File: src/hw/spi_core_pkg.sv
package spi_core_pkg;
    // rate field and half-period counter
    localparam int         RATE_W     = 3;
    localparam int         HALF_W     = 7;
    localparam int         RATE_COUNT = 6;
    // half periods in cpu cycles for rate settings 0..5 (divide by 4..128)
    localparam logic [6:0] RATE_HALF [0:5] = '{7'h02, 7'h04, 7'h08, 7'h10, 7'h20, 7'h40};
    // sixteen clock edges make one byte
    localparam logic [3:0] LAST_EDGE  = 4'hf;
    localparam logic [3:0] EDGE_RST   = 4'h0;
    localparam logic [7:0] DATA_RST   = 8'h00;
    localparam logic [6:0] HALF_RST   = 7'h00;

    typedef enum logic {
        ST_IDLE,
        ST_SHIFT
    } xfer_state_t;
endpackage : spi_core_pkg

File: src/hw/spi_master_slave_core.sv
`timescale 1ns/1ns
`default_nettype none
// Contract
// [RQ1] bytes shift msb first in both directions
// [RQ2] only master starts; slave answers on miso under master's clock
// [RQ3] both ends must use the same polarity and phase
// [RQ4] soft select manage replaces select pin by soft select level
// [RQ5] in master mode internal select must stay high
// [RQ6] phase 1 samples on second edge, phase 0 on first
// [RQ7] slave with phase 1 keeps select low through the transfer
// [RQ8] slave phase 0: select high between bytes, else write collides
// [RQ9] master drives sck with software rate, polarity and phase
// [RQ10] six master rates, fastest cpu clock over four
// [RQ11] external master clock at most cpu clock over two
// [RQ12] master and enable bits stay set only while select is high
// [RQ13] software writes status before setting master and enable
// [RQ14] master data write loads shifter and starts the byte
// [RQ15] completion sets done flag; irq only if enabled and unmasked
// [RQ16] master: done clears by status access then data read
// [RQ17] slave: done clears by status access then data read or write
// [RQ18] data writes dropped while done set until status read
// [RQ19] slave data write loads shifter, sent msb first on miso
// [RQ20] slave byte begins on master's first clock edge
// [RQ21] software clears done before the next byte ends
// [RQ22] slave setup: polarity, phase, select, then enable as slave
// [RQ23] master select pin low: mode fault, drop enable and master
// [RQ24] byte ending with done set: overrun, keep first byte
// [RQ25] data write during a transfer ignored, collision flag set
// [RQ26] polarity and phase pick the capture edge
// [RQ27] idle master sck rests at the polarity level
// [RQ28] rates are fixed divisions, smallest four
module spi_master_slave_core (
    // clock and reset
    input  wire logic        I_CLK,
    input  wire logic        I_RST,
    // configuration levels
    input  wire logic        I_CLOCK_POLARITY,
    input  wire logic        I_CLOCK_PHASE,
    input  wire logic [2:0]  I_RATE_SELECT,
    input  wire logic        I_SOFT_SELECT_MANAGE,
    input  wire logic        I_SOFT_SELECT_LEVEL,
    input  wire logic        I_TRANSFER_IRQ_ENABLE,
    input  wire logic        I_CPU_IRQ_MASK,
    // control register write
    input  wire logic        I_CR_WR,
    input  wire logic        I_CR_MASTER_SELECT,
    input  wire logic        I_CR_PERIPHERAL_ENABLE,
    // status and data accesses
    input  wire logic        I_CSR_ACCESS,
    input  wire logic        I_DR_WR,
    input  wire logic [7:0]  I_DR_WDATA,
    input  wire logic        I_DR_RD,
    // serial pins
    input  wire logic        I_SCK,
    output logic             O_SCK,
    output logic             O_SCK_OE,
    input  wire logic        I_MOSI,
    output logic             O_MOSI,
    output logic             O_MOSI_OE,
    input  wire logic        I_MISO,
    output logic             O_MISO,
    output logic             O_MISO_OE,
    input  wire logic        I_SS_N,
    // status
    output logic [7:0]       O_DR_RDATA,
    output logic             O_MASTER_SELECT,
    output logic             O_PERIPHERAL_ENABLE,
    output logic             O_TRANSFER_DONE_FLAG,
    output logic             O_OVERRUN_FLAG,
    output logic             O_WRITE_COLLISION_FLAG,
    output logic             O_MODE_FAULT_FLAG,
    output logic             O_BUSY,
    output logic             O_IRQ
);
    typedef struct packed {
        spi_core_pkg::xfer_state_t state;
        logic                      master_select;
        logic                      peripheral_enable;
        logic                      transfer_done_flag;
        logic                      transfer_done_flag_arm;
        logic                      overrun_flag;
        logic                      write_collision_flag;
        logic                      write_collision_flag_arm;
        logic                      mode_fault_flag;
        logic                      mode_fault_flag_arm;
        logic                      sck_act;
        logic                      sck_prev;
        logic                      out;
        logic [3:0]                edge_cnt;
        logic [7:0]                tx_sh;
        logic [7:0]                rx_sh;
        logic [7:0]                rx_buf;
    } core_state_t;

    core_state_t st_q;
    core_state_t st_d;
    logic        ss_int;
    logic        tick;
    logic        master_run;
    logic        slave_en;
    logic        s_act;
    logic        ev;
    logic        lead;
    logic        proc;
    logic        drive;
    logic        done;
    logic        coll;
    logic        blocked;
    logic        wr_ok;
    logic        in_bit;
    logic [7:0]  rx_next;

    spi_rate_gen u_rate (
        .i_clk  (I_CLK),
        .i_rst  (I_RST),
        .i_run  (master_run),
        .i_rate (I_RATE_SELECT),
        .o_tick (tick)
    );

    always_comb begin
        ss_int     = I_SOFT_SELECT_MANAGE ? I_SOFT_SELECT_LEVEL : I_SS_N; // [RQ4]
        master_run = st_q.master_select && st_q.peripheral_enable && (st_q.state == spi_core_pkg::ST_SHIFT);
        slave_en   = st_q.peripheral_enable && !st_q.master_select && !ss_int;
        s_act      = I_SCK ^ I_CLOCK_POLARITY; // [RQ3]
        in_bit     = st_q.master_select ? I_MISO : I_MOSI;
        // master edges come from the divider, slave edges from the pin
        ev         = st_q.master_select ? (master_run && tick) : (slave_en && (s_act != st_q.sck_prev));
        lead       = st_q.master_select ? !st_q.sck_act : s_act;
        // a slave byte opens on the first leading edge seen while selected
        proc       = ev && ((st_q.state == spi_core_pkg::ST_SHIFT)
                     || (!st_q.master_select && lead)); // [RQ20]
        drive      = (lead == I_CLOCK_PHASE); // [RQ6] [RQ26]
        done       = proc && (st_q.edge_cnt == spi_core_pkg::LAST_EDGE);
        rx_next    = (proc && !drive) ? {st_q.rx_sh[6:0], in_bit} : st_q.rx_sh; // [RQ1]
        // phase 0 slave must see select high between bytes to load
        coll       = (st_q.state == spi_core_pkg::ST_SHIFT)
                     || (!st_q.master_select && st_q.peripheral_enable && !I_CLOCK_PHASE && !ss_int); // [RQ8] [RQ25]
        blocked    = st_q.transfer_done_flag && !st_q.transfer_done_flag_arm && !I_CSR_ACCESS; // [RQ18]
        wr_ok      = I_DR_WR && !blocked && !coll;

        st_d          = st_q;
        st_d.sck_prev = s_act;
        st_d.rx_sh    = rx_next;

        // shifting engine
        if (proc) begin
            st_d.state    = spi_core_pkg::ST_SHIFT;
            st_d.edge_cnt = st_q.edge_cnt + 4'h1;
            if (st_q.master_select) begin
                st_d.sck_act = !st_q.sck_act; // [RQ9]
            end
            if (drive && !(I_CLOCK_PHASE == 1'b0 && done)) begin
                st_d.out   = st_q.tx_sh[7]; // [RQ1] [RQ19]
                st_d.tx_sh = {st_q.tx_sh[6:0], 1'b0};
            end
            if (done) begin
                st_d.state    = spi_core_pkg::ST_IDLE;
                st_d.edge_cnt = spi_core_pkg::EDGE_RST;
            end
        end
        // deselect aborts a slave byte mid-way
        if (!st_q.master_select && (ss_int || !st_q.peripheral_enable)) begin
            st_d.state    = spi_core_pkg::ST_IDLE;
            st_d.edge_cnt = spi_core_pkg::EDGE_RST;
        end

        // status access arms the two-step clears; overrun clears at once
        if (I_CSR_ACCESS) begin
            st_d.transfer_done_flag_arm = st_q.transfer_done_flag_arm || st_q.transfer_done_flag;
            st_d.write_collision_flag_arm = st_q.write_collision_flag_arm || st_q.write_collision_flag;
            st_d.mode_fault_flag_arm = st_q.mode_fault_flag_arm || st_q.mode_fault_flag;
            st_d.overrun_flag      = 1'b0; // [RQ24]
        end
        if (st_q.transfer_done_flag_arm && (I_DR_RD || (I_DR_WR && !st_q.master_select))) begin
            st_d.transfer_done_flag     = 1'b0; // [RQ16] [RQ17]
            st_d.transfer_done_flag_arm = 1'b0;
        end
        if (st_q.write_collision_flag_arm && I_DR_RD) begin
            st_d.write_collision_flag     = 1'b0;
            st_d.write_collision_flag_arm = 1'b0;
        end

        // data register write
        if (I_DR_WR && coll) begin
            st_d.write_collision_flag = 1'b1; // [RQ25]
        end
        if (wr_ok) begin
            if (I_CLOCK_PHASE) begin
                st_d.tx_sh = I_DR_WDATA;
            end else begin
                st_d.out   = I_DR_WDATA[7];
                st_d.tx_sh = {I_DR_WDATA[6:0], 1'b0};
            end
            if (st_q.master_select && st_q.peripheral_enable) begin
                st_d.state    = spi_core_pkg::ST_SHIFT; // [RQ14]
                st_d.edge_cnt = spi_core_pkg::EDGE_RST;
                st_d.sck_act  = 1'b0;
                st_d.rx_sh    = spi_core_pkg::DATA_RST;
            end
        end

        // completion: set wins over any clear in the same cycle
        if (done) begin
            if (st_q.transfer_done_flag) begin
                st_d.overrun_flag  = 1'b1; // [RQ24]
                st_d.transfer_done_flag = 1'b1;
            end else begin
                st_d.transfer_done_flag   = 1'b1; // [RQ15]
                st_d.rx_buf = rx_next;
            end
        end

        // control register write; enable bits refused while fault unacknowledged
        if (I_CR_WR) begin
            if (!st_q.mode_fault_flag || st_q.mode_fault_flag_arm) begin
                st_d.master_select     = I_CR_MASTER_SELECT;
                st_d.peripheral_enable      = I_CR_PERIPHERAL_ENABLE;
                st_d.mode_fault_flag     = 1'b0;
                st_d.mode_fault_flag_arm = 1'b0;
            end else begin
                st_d.master_select = 1'b0;
                st_d.peripheral_enable  = 1'b0;
            end
            if (I_CR_MASTER_SELECT != st_q.master_select || !I_CR_PERIPHERAL_ENABLE) begin
                st_d.state    = spi_core_pkg::ST_IDLE;
                st_d.edge_cnt = spi_core_pkg::EDGE_RST;
                st_d.sck_act  = 1'b0;
            end
        end
        // master seeing select low falls back to disabled slave
        if (st_q.master_select && st_q.peripheral_enable && !ss_int) begin
            st_d.mode_fault_flag     = 1'b1; // [RQ23] [RQ12]
            st_d.master_select     = 1'b0;
            st_d.peripheral_enable      = 1'b0;
            st_d.state    = spi_core_pkg::ST_IDLE;
            st_d.edge_cnt = spi_core_pkg::EDGE_RST;
            st_d.sck_act  = 1'b0;
        end
    end

    always_ff @(posedge I_CLK) begin
        if (I_RST) begin
            st_q <= '{state: spi_core_pkg::ST_IDLE, edge_cnt: spi_core_pkg::EDGE_RST,
                      tx_sh: spi_core_pkg::DATA_RST, rx_sh: spi_core_pkg::DATA_RST,
                      rx_buf: spi_core_pkg::DATA_RST, default: 1'b0};
        end else begin
            st_q <= st_d;
        end
    end

    always_comb begin
        O_SCK                  = I_CLOCK_POLARITY ^ st_q.sck_act; // [RQ27]
        O_SCK_OE               = st_q.master_select && st_q.peripheral_enable; // [RQ9]
        O_MOSI                 = st_q.out;
        O_MOSI_OE              = st_q.master_select && st_q.peripheral_enable;
        O_MISO                 = st_q.out; // [RQ19]
        O_MISO_OE              = slave_en; // [RQ2]
        O_DR_RDATA             = st_q.rx_buf;
        O_MASTER_SELECT        = st_q.master_select;
        O_PERIPHERAL_ENABLE    = st_q.peripheral_enable;
        O_TRANSFER_DONE_FLAG   = st_q.transfer_done_flag;
        O_OVERRUN_FLAG         = st_q.overrun_flag;
        O_WRITE_COLLISION_FLAG = st_q.write_collision_flag;
        O_MODE_FAULT_FLAG      = st_q.mode_fault_flag;
        O_BUSY                 = st_q.state == spi_core_pkg::ST_SHIFT;
        // collision is status only and never interrupts
        O_IRQ                  = I_TRANSFER_IRQ_ENABLE && !I_CPU_IRQ_MASK
                                 && (st_q.transfer_done_flag || st_q.overrun_flag || st_q.mode_fault_flag); // [RQ15]
    end

    AST_IRQ_GATE: assert property (@(posedge I_CLK) disable iff (I_RST) // [RQ15]
        O_IRQ |-> I_TRANSFER_IRQ_ENABLE && !I_CPU_IRQ_MASK)
        else $error("irq raised while disabled or masked");
    AST_TRANSFER_DONE_FLAG_SET: assert property (@(posedge I_CLK) disable iff (I_RST) // [RQ15]
        (done && !st_q.transfer_done_flag) |=> st_q.transfer_done_flag && (st_q.rx_buf == $past(rx_next)))
        else $error("completion did not set done flag with data");
    AST_OVERRUN: assert property (@(posedge I_CLK) disable iff (I_RST) // [RQ24]
        (done && st_q.transfer_done_flag) |=> st_q.overrun_flag && $stable(st_q.rx_buf))
        else $error("overrun lost or buffer overwritten");
    AST_MODE_FAULT: assert property (@(posedge I_CLK) disable iff (I_RST) // [RQ23]
        (st_q.master_select && st_q.peripheral_enable && !ss_int) |=> st_q.mode_fault_flag && !st_q.master_select && !st_q.peripheral_enable)
        else $error("mode fault not taken");
    AST_SCK_IDLE: assert property (@(posedge I_CLK) disable iff (I_RST) // [RQ27]
        (O_SCK_OE && st_q.state == spi_core_pkg::ST_IDLE) |-> O_SCK == I_CLOCK_POLARITY)
        else $error("idle sck not at polarity level");
    AST_COLLISION: assert property (@(posedge I_CLK) disable iff (I_RST) // [RQ25]
        (I_DR_WR && st_q.state == spi_core_pkg::ST_SHIFT) |=> st_q.write_collision_flag
        && (st_q.edge_cnt == $past(st_q.edge_cnt)
        || st_q.edge_cnt == $past(st_q.edge_cnt) + 4'h1
        || st_q.state == spi_core_pkg::ST_IDLE))
        else $error("write during transfer not flagged");
    AST_WRITE_BLOCK: assert property (@(posedge I_CLK) disable iff (I_RST) // [RQ18]
        (I_DR_WR && st_q.transfer_done_flag && !st_q.transfer_done_flag_arm && !I_CSR_ACCESS && st_q.master_select && st_q.peripheral_enable
        && st_q.state == spi_core_pkg::ST_IDLE)
        |=> $stable(st_q.tx_sh) && $stable(st_q.state))
        else $error("data write accepted while done flag pending");
    AST_TRANSFER_DONE_FLAG_HOLD: assert property (@(posedge I_CLK) disable iff (I_RST) // [RQ16]
        (st_q.master_select && st_q.transfer_done_flag && !I_DR_RD) |=> st_q.transfer_done_flag)
        else $error("master done flag cleared without data read");
    AST_MSB_FIRST: assert property (@(posedge I_CLK) disable iff (I_RST) // [RQ1]
        (wr_ok && st_q.master_select && st_q.peripheral_enable && !I_CLOCK_PHASE) |=> O_MOSI == $past(I_DR_WDATA[7]))
        else $error("first bit on mosi is not the msb");
endmodule : spi_master_slave_core
`default_nettype wire

File: src/hw/spi_rate_gen.sv
`timescale 1ns/1ns
`default_nettype none
module spi_rate_gen (
    // clock and reset
    input  wire logic                           i_clk,
    input  wire logic                           i_rst,
    // control
    input  wire logic                           i_run,
    input  wire logic [spi_core_pkg::RATE_W-1:0] i_rate,
    // half-period enable
    output logic                                o_tick
);
    typedef struct packed {
        logic [spi_core_pkg::HALF_W-1:0] cnt;
    } gen_state_t;

    gen_state_t                      st_q;
    gen_state_t                      st_d;
    logic [spi_core_pkg::HALF_W-1:0] half;

    // codes 6 and 7 fall back to the slowest rate
    function automatic logic [spi_core_pkg::HALF_W-1:0] half_of(
        input logic [spi_core_pkg::RATE_W-1:0] rate
    );
        if (32'(rate) < spi_core_pkg::RATE_COUNT) begin
            half_of = spi_core_pkg::RATE_HALF[rate];
        end else begin
            half_of = spi_core_pkg::RATE_HALF[spi_core_pkg::RATE_COUNT-1];
        end
    endfunction : half_of

    always_comb begin
        half   = half_of(i_rate); // [RQ10] [RQ28]
        st_d   = st_q;
        o_tick = 1'b0;
        if (!i_run) begin
            st_d.cnt = spi_core_pkg::HALF_RST;
        end else if (st_q.cnt == half - 7'h01) begin
            st_d.cnt = spi_core_pkg::HALF_RST;
            o_tick   = 1'b1;
        end else begin
            st_d.cnt = st_q.cnt + 7'h01;
        end
    end

    always_ff @(posedge i_clk) begin
        if (i_rst) begin
            st_q.cnt <= spi_core_pkg::HALF_RST;
        end else begin
            st_q <= st_d;
        end
    end
endmodule : spi_rate_gen
`default_nettype wire

File: config.mk
export PLATFORM = sky130hd
export DESIGN_NAME = spi_master_slave_core
export DESIGN_NICKNAME = d
export VERILOG_FILES = /design/src/hw/spi_core_pkg.sv /design/src/hw/spi_master_slave_core.sv /design/src/hw/spi_rate_gen.sv
export SDC_FILE = /design/constraint.sdc
export NUM_CORES = 1
export LEC_CHECK = 0
export ABC_AREA = 1
export CAP_MARGIN = 20
export CELL_PAD_IN_SITES_DETAIL_PLACEMENT = 0
export CELL_PAD_IN_SITES_GLOBAL_PLACEMENT = 1
export CORE_MARGIN = 8
export CORE_UTILIZATION = 40
export DETAILED_ROUTE_END_ITERATION = 10
export DONT_BUFFER_PORTS = 1
export PLACE_DENSITY_LB_ADDON = 0.1
export SETUP_SLACK_MARGIN = 0.1
export SLEW_MARGIN = 20
export SYNTH_ARGS = -nofsm -noshare
export SYNTH_HDL_FRONTEND = slang
export SYNTH_SLANG_ARGS = --single-unit
File: constraint.sdc
create_clock -name I_CLK -period 2 [get_ports I_CLK]
set_clock_uncertainty 0.2 [all_clocks]
set_input_delay 0.1 -clock I_CLK [delete_from_list [all_inputs] [get_ports I_CLK]]
set_output_delay 0.1 -clock I_CLK [all_outputs]
set_load 0.005 [all_outputs]
After elaboration in Yosys (flattened, before gate mapping). Memories as Yosys holds them, arrays and structs flattened. Cells that the tools add are included.

Equal/unequal tests: 5. Add/sub/neg operators: 3. Reduce and logical (&&, ||, !) cells: 64. Mux-type cells: 47. Bitwise logic cells: 6. Magnitude comparators: 2.

Operator list (number): $mux 8 (4); $logic_and 1x1->1 (26); $mux 1 (26); $mux 21 (1); $mux 7 (3); $mux 4 (5); $logic_not 1->1 (14); $mux 13 (1); $reduce_bool 2->1 (6); $logic_or 1x1->1 (11); $mux 2 (5); $add 7x1->7 const B (1); $eq 7x7->1 (1); $sub 7x1->7 const B (1); $mux 3 (2); $reduce_and 2->1 (3); $reduce_or 2->1 (3); $add 4x1->4 const B (1); $eq 4x4->1 const B (1); $ge 4x4->1 const B (1); $not 3->4 (1); $lt 3x3->1 const B (1); $not 1->1 (3); $reduce_or 3->1 (1); 3 further kinds (5).

Memories: 1. Memory bits (read-only): 56. Output and inout bits: 22. Register bits: 48. Input port bits: 29.

Memory list: (name not given) (words 8, width 7, rd ports 1, clocked after memory_dff 0, write ports 0, RTL line spi_rate_gen.sv:26) `half_of = spi_core_pkg::RATE_HALF[rate];`.

Longest topological paths before layout. Gate-level depths: netlist (run 1).

Word-level depth: 23. Mapped depth: 19. Gate-level depth less buffers: 19.

Hierarchy. Synthesis (run 1) repeated with hierarchy kept, for this count alone.

Cells, all modules: 381. Area, all modules: 2643.8 um^2.

By module, submodules not included: spi_master_slave_core (seq. area each 820.8 um^2, instances 1, area each 2194.6 um^2, cells each 316); spi_rate_gen (seq. area each 140.1 um^2, instances 1, area each 449.2 um^2, cells each 65).

Worst setup path before layout (run 1). No wires, ideal clock.

Path type: input port to flip-flop. From: input I_RATE_SELECT[1]. To: register st_q (netlist bit O_DR_RDATA[5]). Library setup time: 114 ps. Cell stages on the path: 18. Buffers on the path: 1. Arrival time: 1856 ps. Slack: -170 ps. Cells stage by stage: nor2_2 > nand2_1 > ha_1 > nand2_1 > nand3_1 > nor2_1 > nand2_1 > nor2_4 > nand3_4 > nand2_2 > nand2_4 > nor2_8 > nand2_4 > nor2_8 > buf_6 > nand2_1 > nand2_1 > nor2_2.

Word-level cells in the longest chain between the ends: 14.

RTL lines: start: declaration (RTL line spi_master_slave_core.sv:39) `input wire logic [2:0] I_RATE_SELECT,`; $not 3->4 (not written as such) (RTL line spi_rate_gen.sv:26); $mem_v2 8x7; $mux 7 (not written as such) (2 in a row) (RTL line spi_rate_gen.sv:26); $mux 7 (*) (RTL line spi_rate_gen.sv:25) `if (32'(rate) < spi_core_pkg::RATE_COUNT) begin`; $sub 7x1->7 (*) (RTL line spi_rate_gen.sv:38) `end else if (st_q.cnt == half - 7'h01) begin`; $eq 7x7->1 (*) (RTL line spi_rate_gen.sv:38); $mux 1 (*) (RTL line spi_rate_gen.sv:38); $mux 1 (*) (RTL line spi_rate_gen.sv:36) `if (!i_run) begin`; $logic_and 1x1->1 (*) (RTL line spi_master_slave_core.sv:128) `ev = st_q.master_select ? (master_run && tick) : (slave_en && (s_act != st_q.sck_prev));`; $mux 1 (*) (RTL line spi_master_slave_core.sv:128); $logic_and 1x1->1 (*) (RTL line spi_master_slave_core.sv:131) `proc = ev && ((st_q.state == spi_core_pkg::ST_SHIFT)`; $logic_and 1x1->1 (on tied branches) (RTL line spi_master_slave_core.sv:135, spi_master_slave_core.sv:134); $mux 8 / $reduce_and 2->1 (equally long branches); end signal: assignment (RTL line spi_master_slave_core.sv:244) `st_q <= '{state: spi_core_pkg::ST_IDLE, edge_cnt: spi_core_pkg::EDGE_RST,`; end signal: assignment (RTL line spi_master_slave_core.sv:248) `st_q <= st_d;`; end: declaration (RTL line spi_master_slave_core.sv:95) `core_state_t st_q;`.

Mark *: on every way between the ends. The rest lies on a longest branch, timed or not. The select of a mux whose other input is x is not followed. A chain may end at the register's enable or synchronous reset.

Final worst setup path (run 1).
From: register u_rate.st_q[4] in the netlist's numbering. To: register st_q (netlist bit O_MISO).

Word-level cells in the longest chain between the ends: 14.

RTL lines: start: declaration (RTL line spi_rate_gen.sv:17) `gen_state_t st_q;`; start signal: assignment (RTL line spi_rate_gen.sv:50) `st_q <= st_d;`; $eq 7x7->1 (*) (RTL line spi_rate_gen.sv:38); $mux 1 (*) (RTL line spi_rate_gen.sv:38); $mux 1 (*) (RTL line spi_rate_gen.sv:36); $logic_and 1x1->1 (*) (RTL line spi_master_slave_core.sv:128); $mux 1 (*) (RTL line spi_master_slave_core.sv:128); $logic_and 1x1->1 (*) (RTL line spi_master_slave_core.sv:131); $logic_and 1x1->1 (RTL line spi_master_slave_core.sv:134) `done = proc && (st_q.edge_cnt == spi_core_pkg::LAST_EDGE);`; $logic_and 1x1->1 (RTL line spi_master_slave_core.sv:153) `if (drive && !(I_CLOCK_PHASE == 1'b0 && done)) begin`; $logic_not 1->1 (RTL line spi_master_slave_core.sv:153); $logic_and 1x1->1 (RTL line spi_master_slave_core.sv:153); $mux 1 (RTL line spi_master_slave_core.sv:153); $mux 13 (*) (RTL line spi_master_slave_core.sv:147) `if (proc) begin`; $mux 1 (RTL line spi_master_slave_core.sv:189) `if (I_CLOCK_PHASE) begin`; $mux 21 (*) (RTL line spi_master_slave_core.sv:188) `if (wr_ok) begin`.

Marked as above.

==> results of run 1 <==
## area by class of cell
class                      instances  area, sq um
clock buffer                       5         68.8
clock inverter                     3         21.3
fill                             659         2880
inverter                          45          175
multi-input combinational        282         1490
sequential                        48          968
tap                               77         96.3
timing repair buffer              69          614
## routing by layer
layer,vias up,routed length (um),track usage,part of all wire
met5,-,0,0,0
met4,0,48,0.0343,0.0074
met3,5,356,0.0398,0.055
met2,56,2930,0.242,0.45
met1,1120,3160,0.176,0.49
li1,1341,-,-,-
## final timing paths
kind / from / to / slack, ps / cells past startpoint
max: u_rate.st_q[4] / O_MISO / -50 / 14
max reg2reg: u_rate.st_q[4] / O_MISO / -50 / 14
min: I_DR_WDATA[2] / st_q[18] / 20 / 8
min reg2reg: u_rate.st_q[6] / u_rate.st_q[6] / 270 / 2
## registers in the layout, indices dropped and copies added (netlist names)
register and flops:
O_BUSY 1, O_DR_RDATA 8, O_MASTER_SELECT 1, O_MISO 1
O_MODE_FAULT_FLAG 1, O_OVERRUN_FLAG 1, O_PERIPHERAL_ENABLE 1, O_TRANSFER_DONE_FLAG 1
O_WRITE_COLLISION_FLAG 1, st_q 25, u_rate.st_q 7
## critical path, cell delays in order (launching register included)
cell and delay [ps]:
dfxtp_2 350, inv_1 50, nand2_1 60, nand3_1 70, nor2_1 100, nand2_1 90
nor2_4 140, nand3_4 110, a21oi_4 240, o311ai_4 170, buf_4 180, nand2_1 50
nand3_1 60, nand2_1 50, inv_1 30
## power by group
part           leakage [nW]  total [mW]  internal [mW]  switching, mW
sequential            0.392       0.997          0.980         0.0168
clock                0.0445       0.600          0.249          0.351
combinational          1.12       0.323          0.149          0.174
## repair_timing
| action | 4_1_cts | 5_1_grt |
|---|---|---|
| setup buffers | 4 | 1 |
| setup endpoints to repair | 31 | 33 |
| gates resized for setup | 18 | 28 |
| hold endpoints to repair | 30 | 0 |
| cloned | 3 | 0 |
| hold buffers | 28 | 0 |
| pin swaps | 7 | 12 |
## kinds of logic (layout without fill, tap and decap cells)
logic type / Yosys count / in the layout / share of synthesized area
and+or+nand+nor: 230 / 232 / 0.389
AOI/OAI and AO/OA: 39 / 39 / 0.0847
DFF: 48 / 48 / 0.370
xor gates and xnor gates: 8 / 8 / 0.0270
buffers and inverters: 64 / 122 / 0.115
adders and majority gates: 3 / 3 / 0.0144
## cells in the final DEF, fill, tap and decap left out, types with 2 or more instances in the layout
master	instances
o21ai_0	5
nor2_4	5
dfxtp_2	3
nand3_1	24
inv_2	4
o21ai_2	7
inv_1	39
ha_1	3
nor2_2	3
nor3_1	3
nor2_1	56
nand3_2	5
nand4_1	2
dlygate4sd3_1	28
xor2_1	6
nand2_1	114
nor3_2	3
xnor2_1	2
o21ai_1	6
buf_6	7
nor3b_1	2
nor2_8	2
nand2_4	3
a21oi_1	14
nand2_2	7
buf_4	34
clkbuf_8	5
dfxtp_1	44
clkinvlp_4	2
==> metrics.txt, run 1 <==
CTS Sinks 48; # rows 29; first drt pass iteration count 4; TNS Setup -125 ps; Place WS -216 ps; Leak Pwr 1.56 nW; GRT Util Overall 0.144; total of max-cap violations 0; Final Hold Vio Count 0; final period utilization 1.02; CTS tree done; Syn Inst Count a little under 400; Least-Margin Pin Slew ~360 ps; total die area 9340 sq um; Finished Cell Area 3440 sq um; max frequency 489 MHz; post-synth top area cell dfxtp_1; Non-Filler Instances 529; final setup violation count 6; Critical Path AT 2050 ps; Post-synth EDFFs 0; failing checks negative setup slack; PD cells 558 nW/um^2; Die H 96.6 um; antenna diode count 0; Critical Path RT between 2000 and 2500 ps; final wirelength 6490 um; CTS clk-pin slew, worst paths 90 ps; share of cells above drive strength 1 0.219; drt wl/cell about 12 um; RSZ-0062 raised after global routing true; first-pass GRT wire length ~12000 um; Post-DP Area 2870 sq um; final core utilization 0.545; Max clock buf depth 2; number of global-route vias before repair 2559; top cells by count, synth nand2_1 (120), nor2_1 (58), dfxtp_1 (48); Mapped Nets 424; Final ANT Viol Nets 0; Placed Cells just under 500; ys async rst share 0; Vias per Instance about 4.8; FF+latch count, synth 48; worst setup slack after layout -45.2 ps; worst min-delay path class in -> reg; fin nets roughly 480; maximum vdd drop around 320 uV; DPL Wire Length 4630 um; max-slew violations 0; Seq/Total Area, Yosys 0.370; Initial Util 0.412; TritonCTS buffer count 5; Area Growth Syn to Fin 32.2%; Skew-Pair Late Insertion Delay 300 ps; Die W 96.6 um; overall power roughly 1.9 mW; Hold Worst Slack 15.1 ps; Worst Setup End Kind flop; top post-synthesis cells by area dfxtp_1 (37%), nand2_1 (17%), nor2_1 (8.4%); grt ovf 0; Crit Path Category reg -> reg; initial antenna violation count 0; prevailing post-synth register cell dfxtp_1; Slew headroom 0.762; synthesis warning total 0; Avg Inst Size Synth 6.63 sq um; status complete, but fails checks; CTS H-tree depth 2; top cell type's share of synthesized area 0.370; input/output buffers 0; Root Buffer clkbuf_8; Worst Path Max Fanout 4; top-count cell post-synth nand2_1; Placer Congestion around 0.86; CORE AREA 6310 sq um; largest net degree at the start of global routing 22; # DRC 0; IO Pins 51; synthesized cell area between 2000 and 3000 sq um; Initial DRC Count 74; distinct cell type count after synthesis 33; fin crit period 2050 ps; crit path launch type flop; via count 2522
Power figures use the tool's default switching activity.
==> run 2, diff against run 1 <==
- CAP_MARGIN: 20 -> 5
- SYNTH_HIERARCHICAL: unset -> 1
==> run 2 against run 1 <==
  * The run still ends with negative setup slack left
  * Die area is 1.4% higher
  * Clock-buffer cell count grew 1
  * Critical path depth is 1 lower
  * Non-clock buffer count decreased by 8
  * First-iteration DRC count shrank 2.7%
  * Final cell count decreased by 3.8%
  * Combinational power is 1% lower
  * Global-route usage is 0.26 points lower
  * Sequential share of layout area increased by 0.52 points
  * Maximum frequency down 0.89%
  * Critical path type unchanged
  * Critical endpoint is now st_q[19]
  * Highest routed layer unchanged
==> metrics.txt, run 2 <==
Largest Register st_q; status complete, but fails checks; worst min-delay path class in -> reg; max frequency roughly 480 MHz; Worst Setup End Kind flop; Max clock buf depth 2; TritonCTS buffer count 5; Non-Filler Instances ~510; met3 Use GR 0.0427; synthesis warning total 6; end of the critical path st_q[19]; post-synth top area cell dfxtp_1; worst r2r path cells 13; Leak Pwr 1.48 nW; final period utilization 1.03; total die area 9470 sq um; max-slew violations 0; RR Endpoint st_q[19]; PD cells about 570 nW/um^2; commonest cells after routing, fill and taps aside nand2_1 (112), dfxtp_1 (45), nor2_1 (40); input/output buffers 0; RSZ-0062 raised after global routing true; via count 2492; failing checks negative setup slack; Slew headroom 0.576; final wirelength 6730 um; Worst Path Max Fanout 7; Die W 97.3 um; synthesized cell area approximately 2600 sq um; # DRC 0; ys async rst share 0; GRT Util Overall 0.142; CTS H-tree depth 2; Place WS -315 ps; Skew-Pair Late Insertion Delay 300 ps; reg-to-reg slack, setup -60 ps; Post-synth EDFFs 0; Initial Util 0.414; crit path launch type flop; fin crit period 2060 ps; Final Hold Vio Count 0; CTS tree done; total of max-cap violations 0; worst setup slack after layout -63.6 ps; top-count cell post-synth nand2_1; Least-Margin Pin Slew about 630 ps; top cells by count, synth nand2_1 (113), dfxtp_1 (48), nor2_1 (43); initial antenna violation count 0; max reg flops 25; Critical Path RT 2000 ps; Root Buffer clkbuf_8; Crit Path Category reg -> reg; grt met2 use 0.235; Area Growth Syn to Fin 27.2%; busiest grt layer met2; CORE AREA ~6400 sq um; # rows 29; Final ANT Viol Nets 0; Placed Cells 470; Critical Path Start u_rate/st_q[3]; met1 Usage GRT 0.172; maximum vdd drop 386 uV; most common cell after layout, fill and taps aside nand2_1; Syn Inst Count 381; number of global-route vias before repair between 2000 and 2500; fin nets 463; Mapped Nets 413; Avg Inst Size Synth 6.94 sq um; Die H 97.3 um; Vias per Instance 4.90; share of cells above drive strength 1 0.208; first-pass GRT wire length 11400 um; Placer Congestion 0.741; antenna diode count 0; top post-synthesis cells by area dfxtp_1 (36%), nand2_1 (16%), nor2_1 (6.1%); first drt pass iteration count 4; Initial DRC Count approximately 70; Critical Path AT 2070 ps; largest net degree at the start of global routing 22; drt wl/cell approximately 13 um; DPL Wire Length ~4800 um; CTS Sinks 48; grt ovf 0; IO Pins 51; CTS clk-pin slew, worst paths 90 ps; final setup violation count 15; FF+latch count, synth 48; overall power 1.91 mW; distinct cell type count after synthesis 36; top cell type's share of synthesized area 0.363; Seq/Total Area, Yosys 0.363; reg2reg start u_rate/st_q[3]; prevailing post-synth register cell dfxtp_1
## run 2: critical path: stages, from the launching register on
cell and delay [ps]:
dfxtp_2 370, xnor2_2 120, xor2_1 200, nand3_2 140
nor2_2 110, nand2_2 80, nand2_4 100, nand3_4 130
nor2_4 200, nand2_4 110, nand2_2 80, nand2_1 50
nand2_1 60, nor2_1 40
## run 2: final cells by class
cell class / instances / area (sq um)
clock inverter: 2 / 10.0
fill: 629 / 3020
inverter: 27 / 111
sequential: 48 / 965
timing repair buffer: 61 / 561
clock buffer: 6 / 82.6
tap: 77 / 96.3
multi-input combinational: 288 / 1540
## run 2: cells by family (layout without fill, tap and decap cells)
kind of cell    after synthesis  in the layout  share of synthesized area
compound gates               47             47                     0.0951
simple gates                224            225                      0.390
mux                           1              1                    0.00379
buf+inv                      46             96                     0.0932
xor+xnor                     12             12                     0.0398
flops                        48             48                      0.363
fa+ha+maj                     3              3                     0.0142
## run 2: where the power goes
group | switching, mW | leakage [nW] | internal [mW]
Combinational | 0.178 | 1.04 | 0.141
Clock | 0.331 | 0.0510 | 0.277
Sequential | 0.0120 | 0.391 | 0.975
## run 2: per-layer routing
metal  up-vias  part of all wire
li1       1317                 -
met1      1116              0.48
met2        53              0.46
met3         6             0.056
met4         0             0.011
met5         -                 0
## run 2: through the flow
step / utilization / cell area (sq um) / hold WS (ps) / setup TNS [ps]
2_1_floorplan: - / 2690 / 0.0827 / -3290
3_3_place_gp: 0.453 / 2890 / -26.9 / -5920
3_5_place_dp: 0.453 / 2890 / -24.7 / -6440
4_1_cts: 0.520 / 3320 / 14.0 / -1170
5_1_grt: 0.527 / 3360 / 42.3 / -4680
6_report: 0.527 / 3360 / 13.3 / -555
## run 2: worst min-delay path by stage
stage / startpoint / endpoint / slack (ps) / cells after the start
floorplan: I_CR_WR / st_q[31] / 0.08 / 1
global placement: I_RST / st_q[16] / -30 / 1
detailed placement: I_RST / O_MODE_FAULT_FLAG / -20 / 1
CTS: I_SS_N / O_PERIPHERAL_ENABLE / 10 / 4
global route: I_CPU_IRQ_MASK / O_IRQ / 40 / 1
finish: I_SS_N / O_PERIPHERAL_ENABLE / 10 / 4
## run 2: repair_timing
item	4_1_cts	5_1_grt
hold endpoints to repair	38	0
cloned	1	0
setup endpoints to repair	31	34
hold buffers	24	0
pin swaps	10	8
setup buffers	5	1
resized for setup	14	9
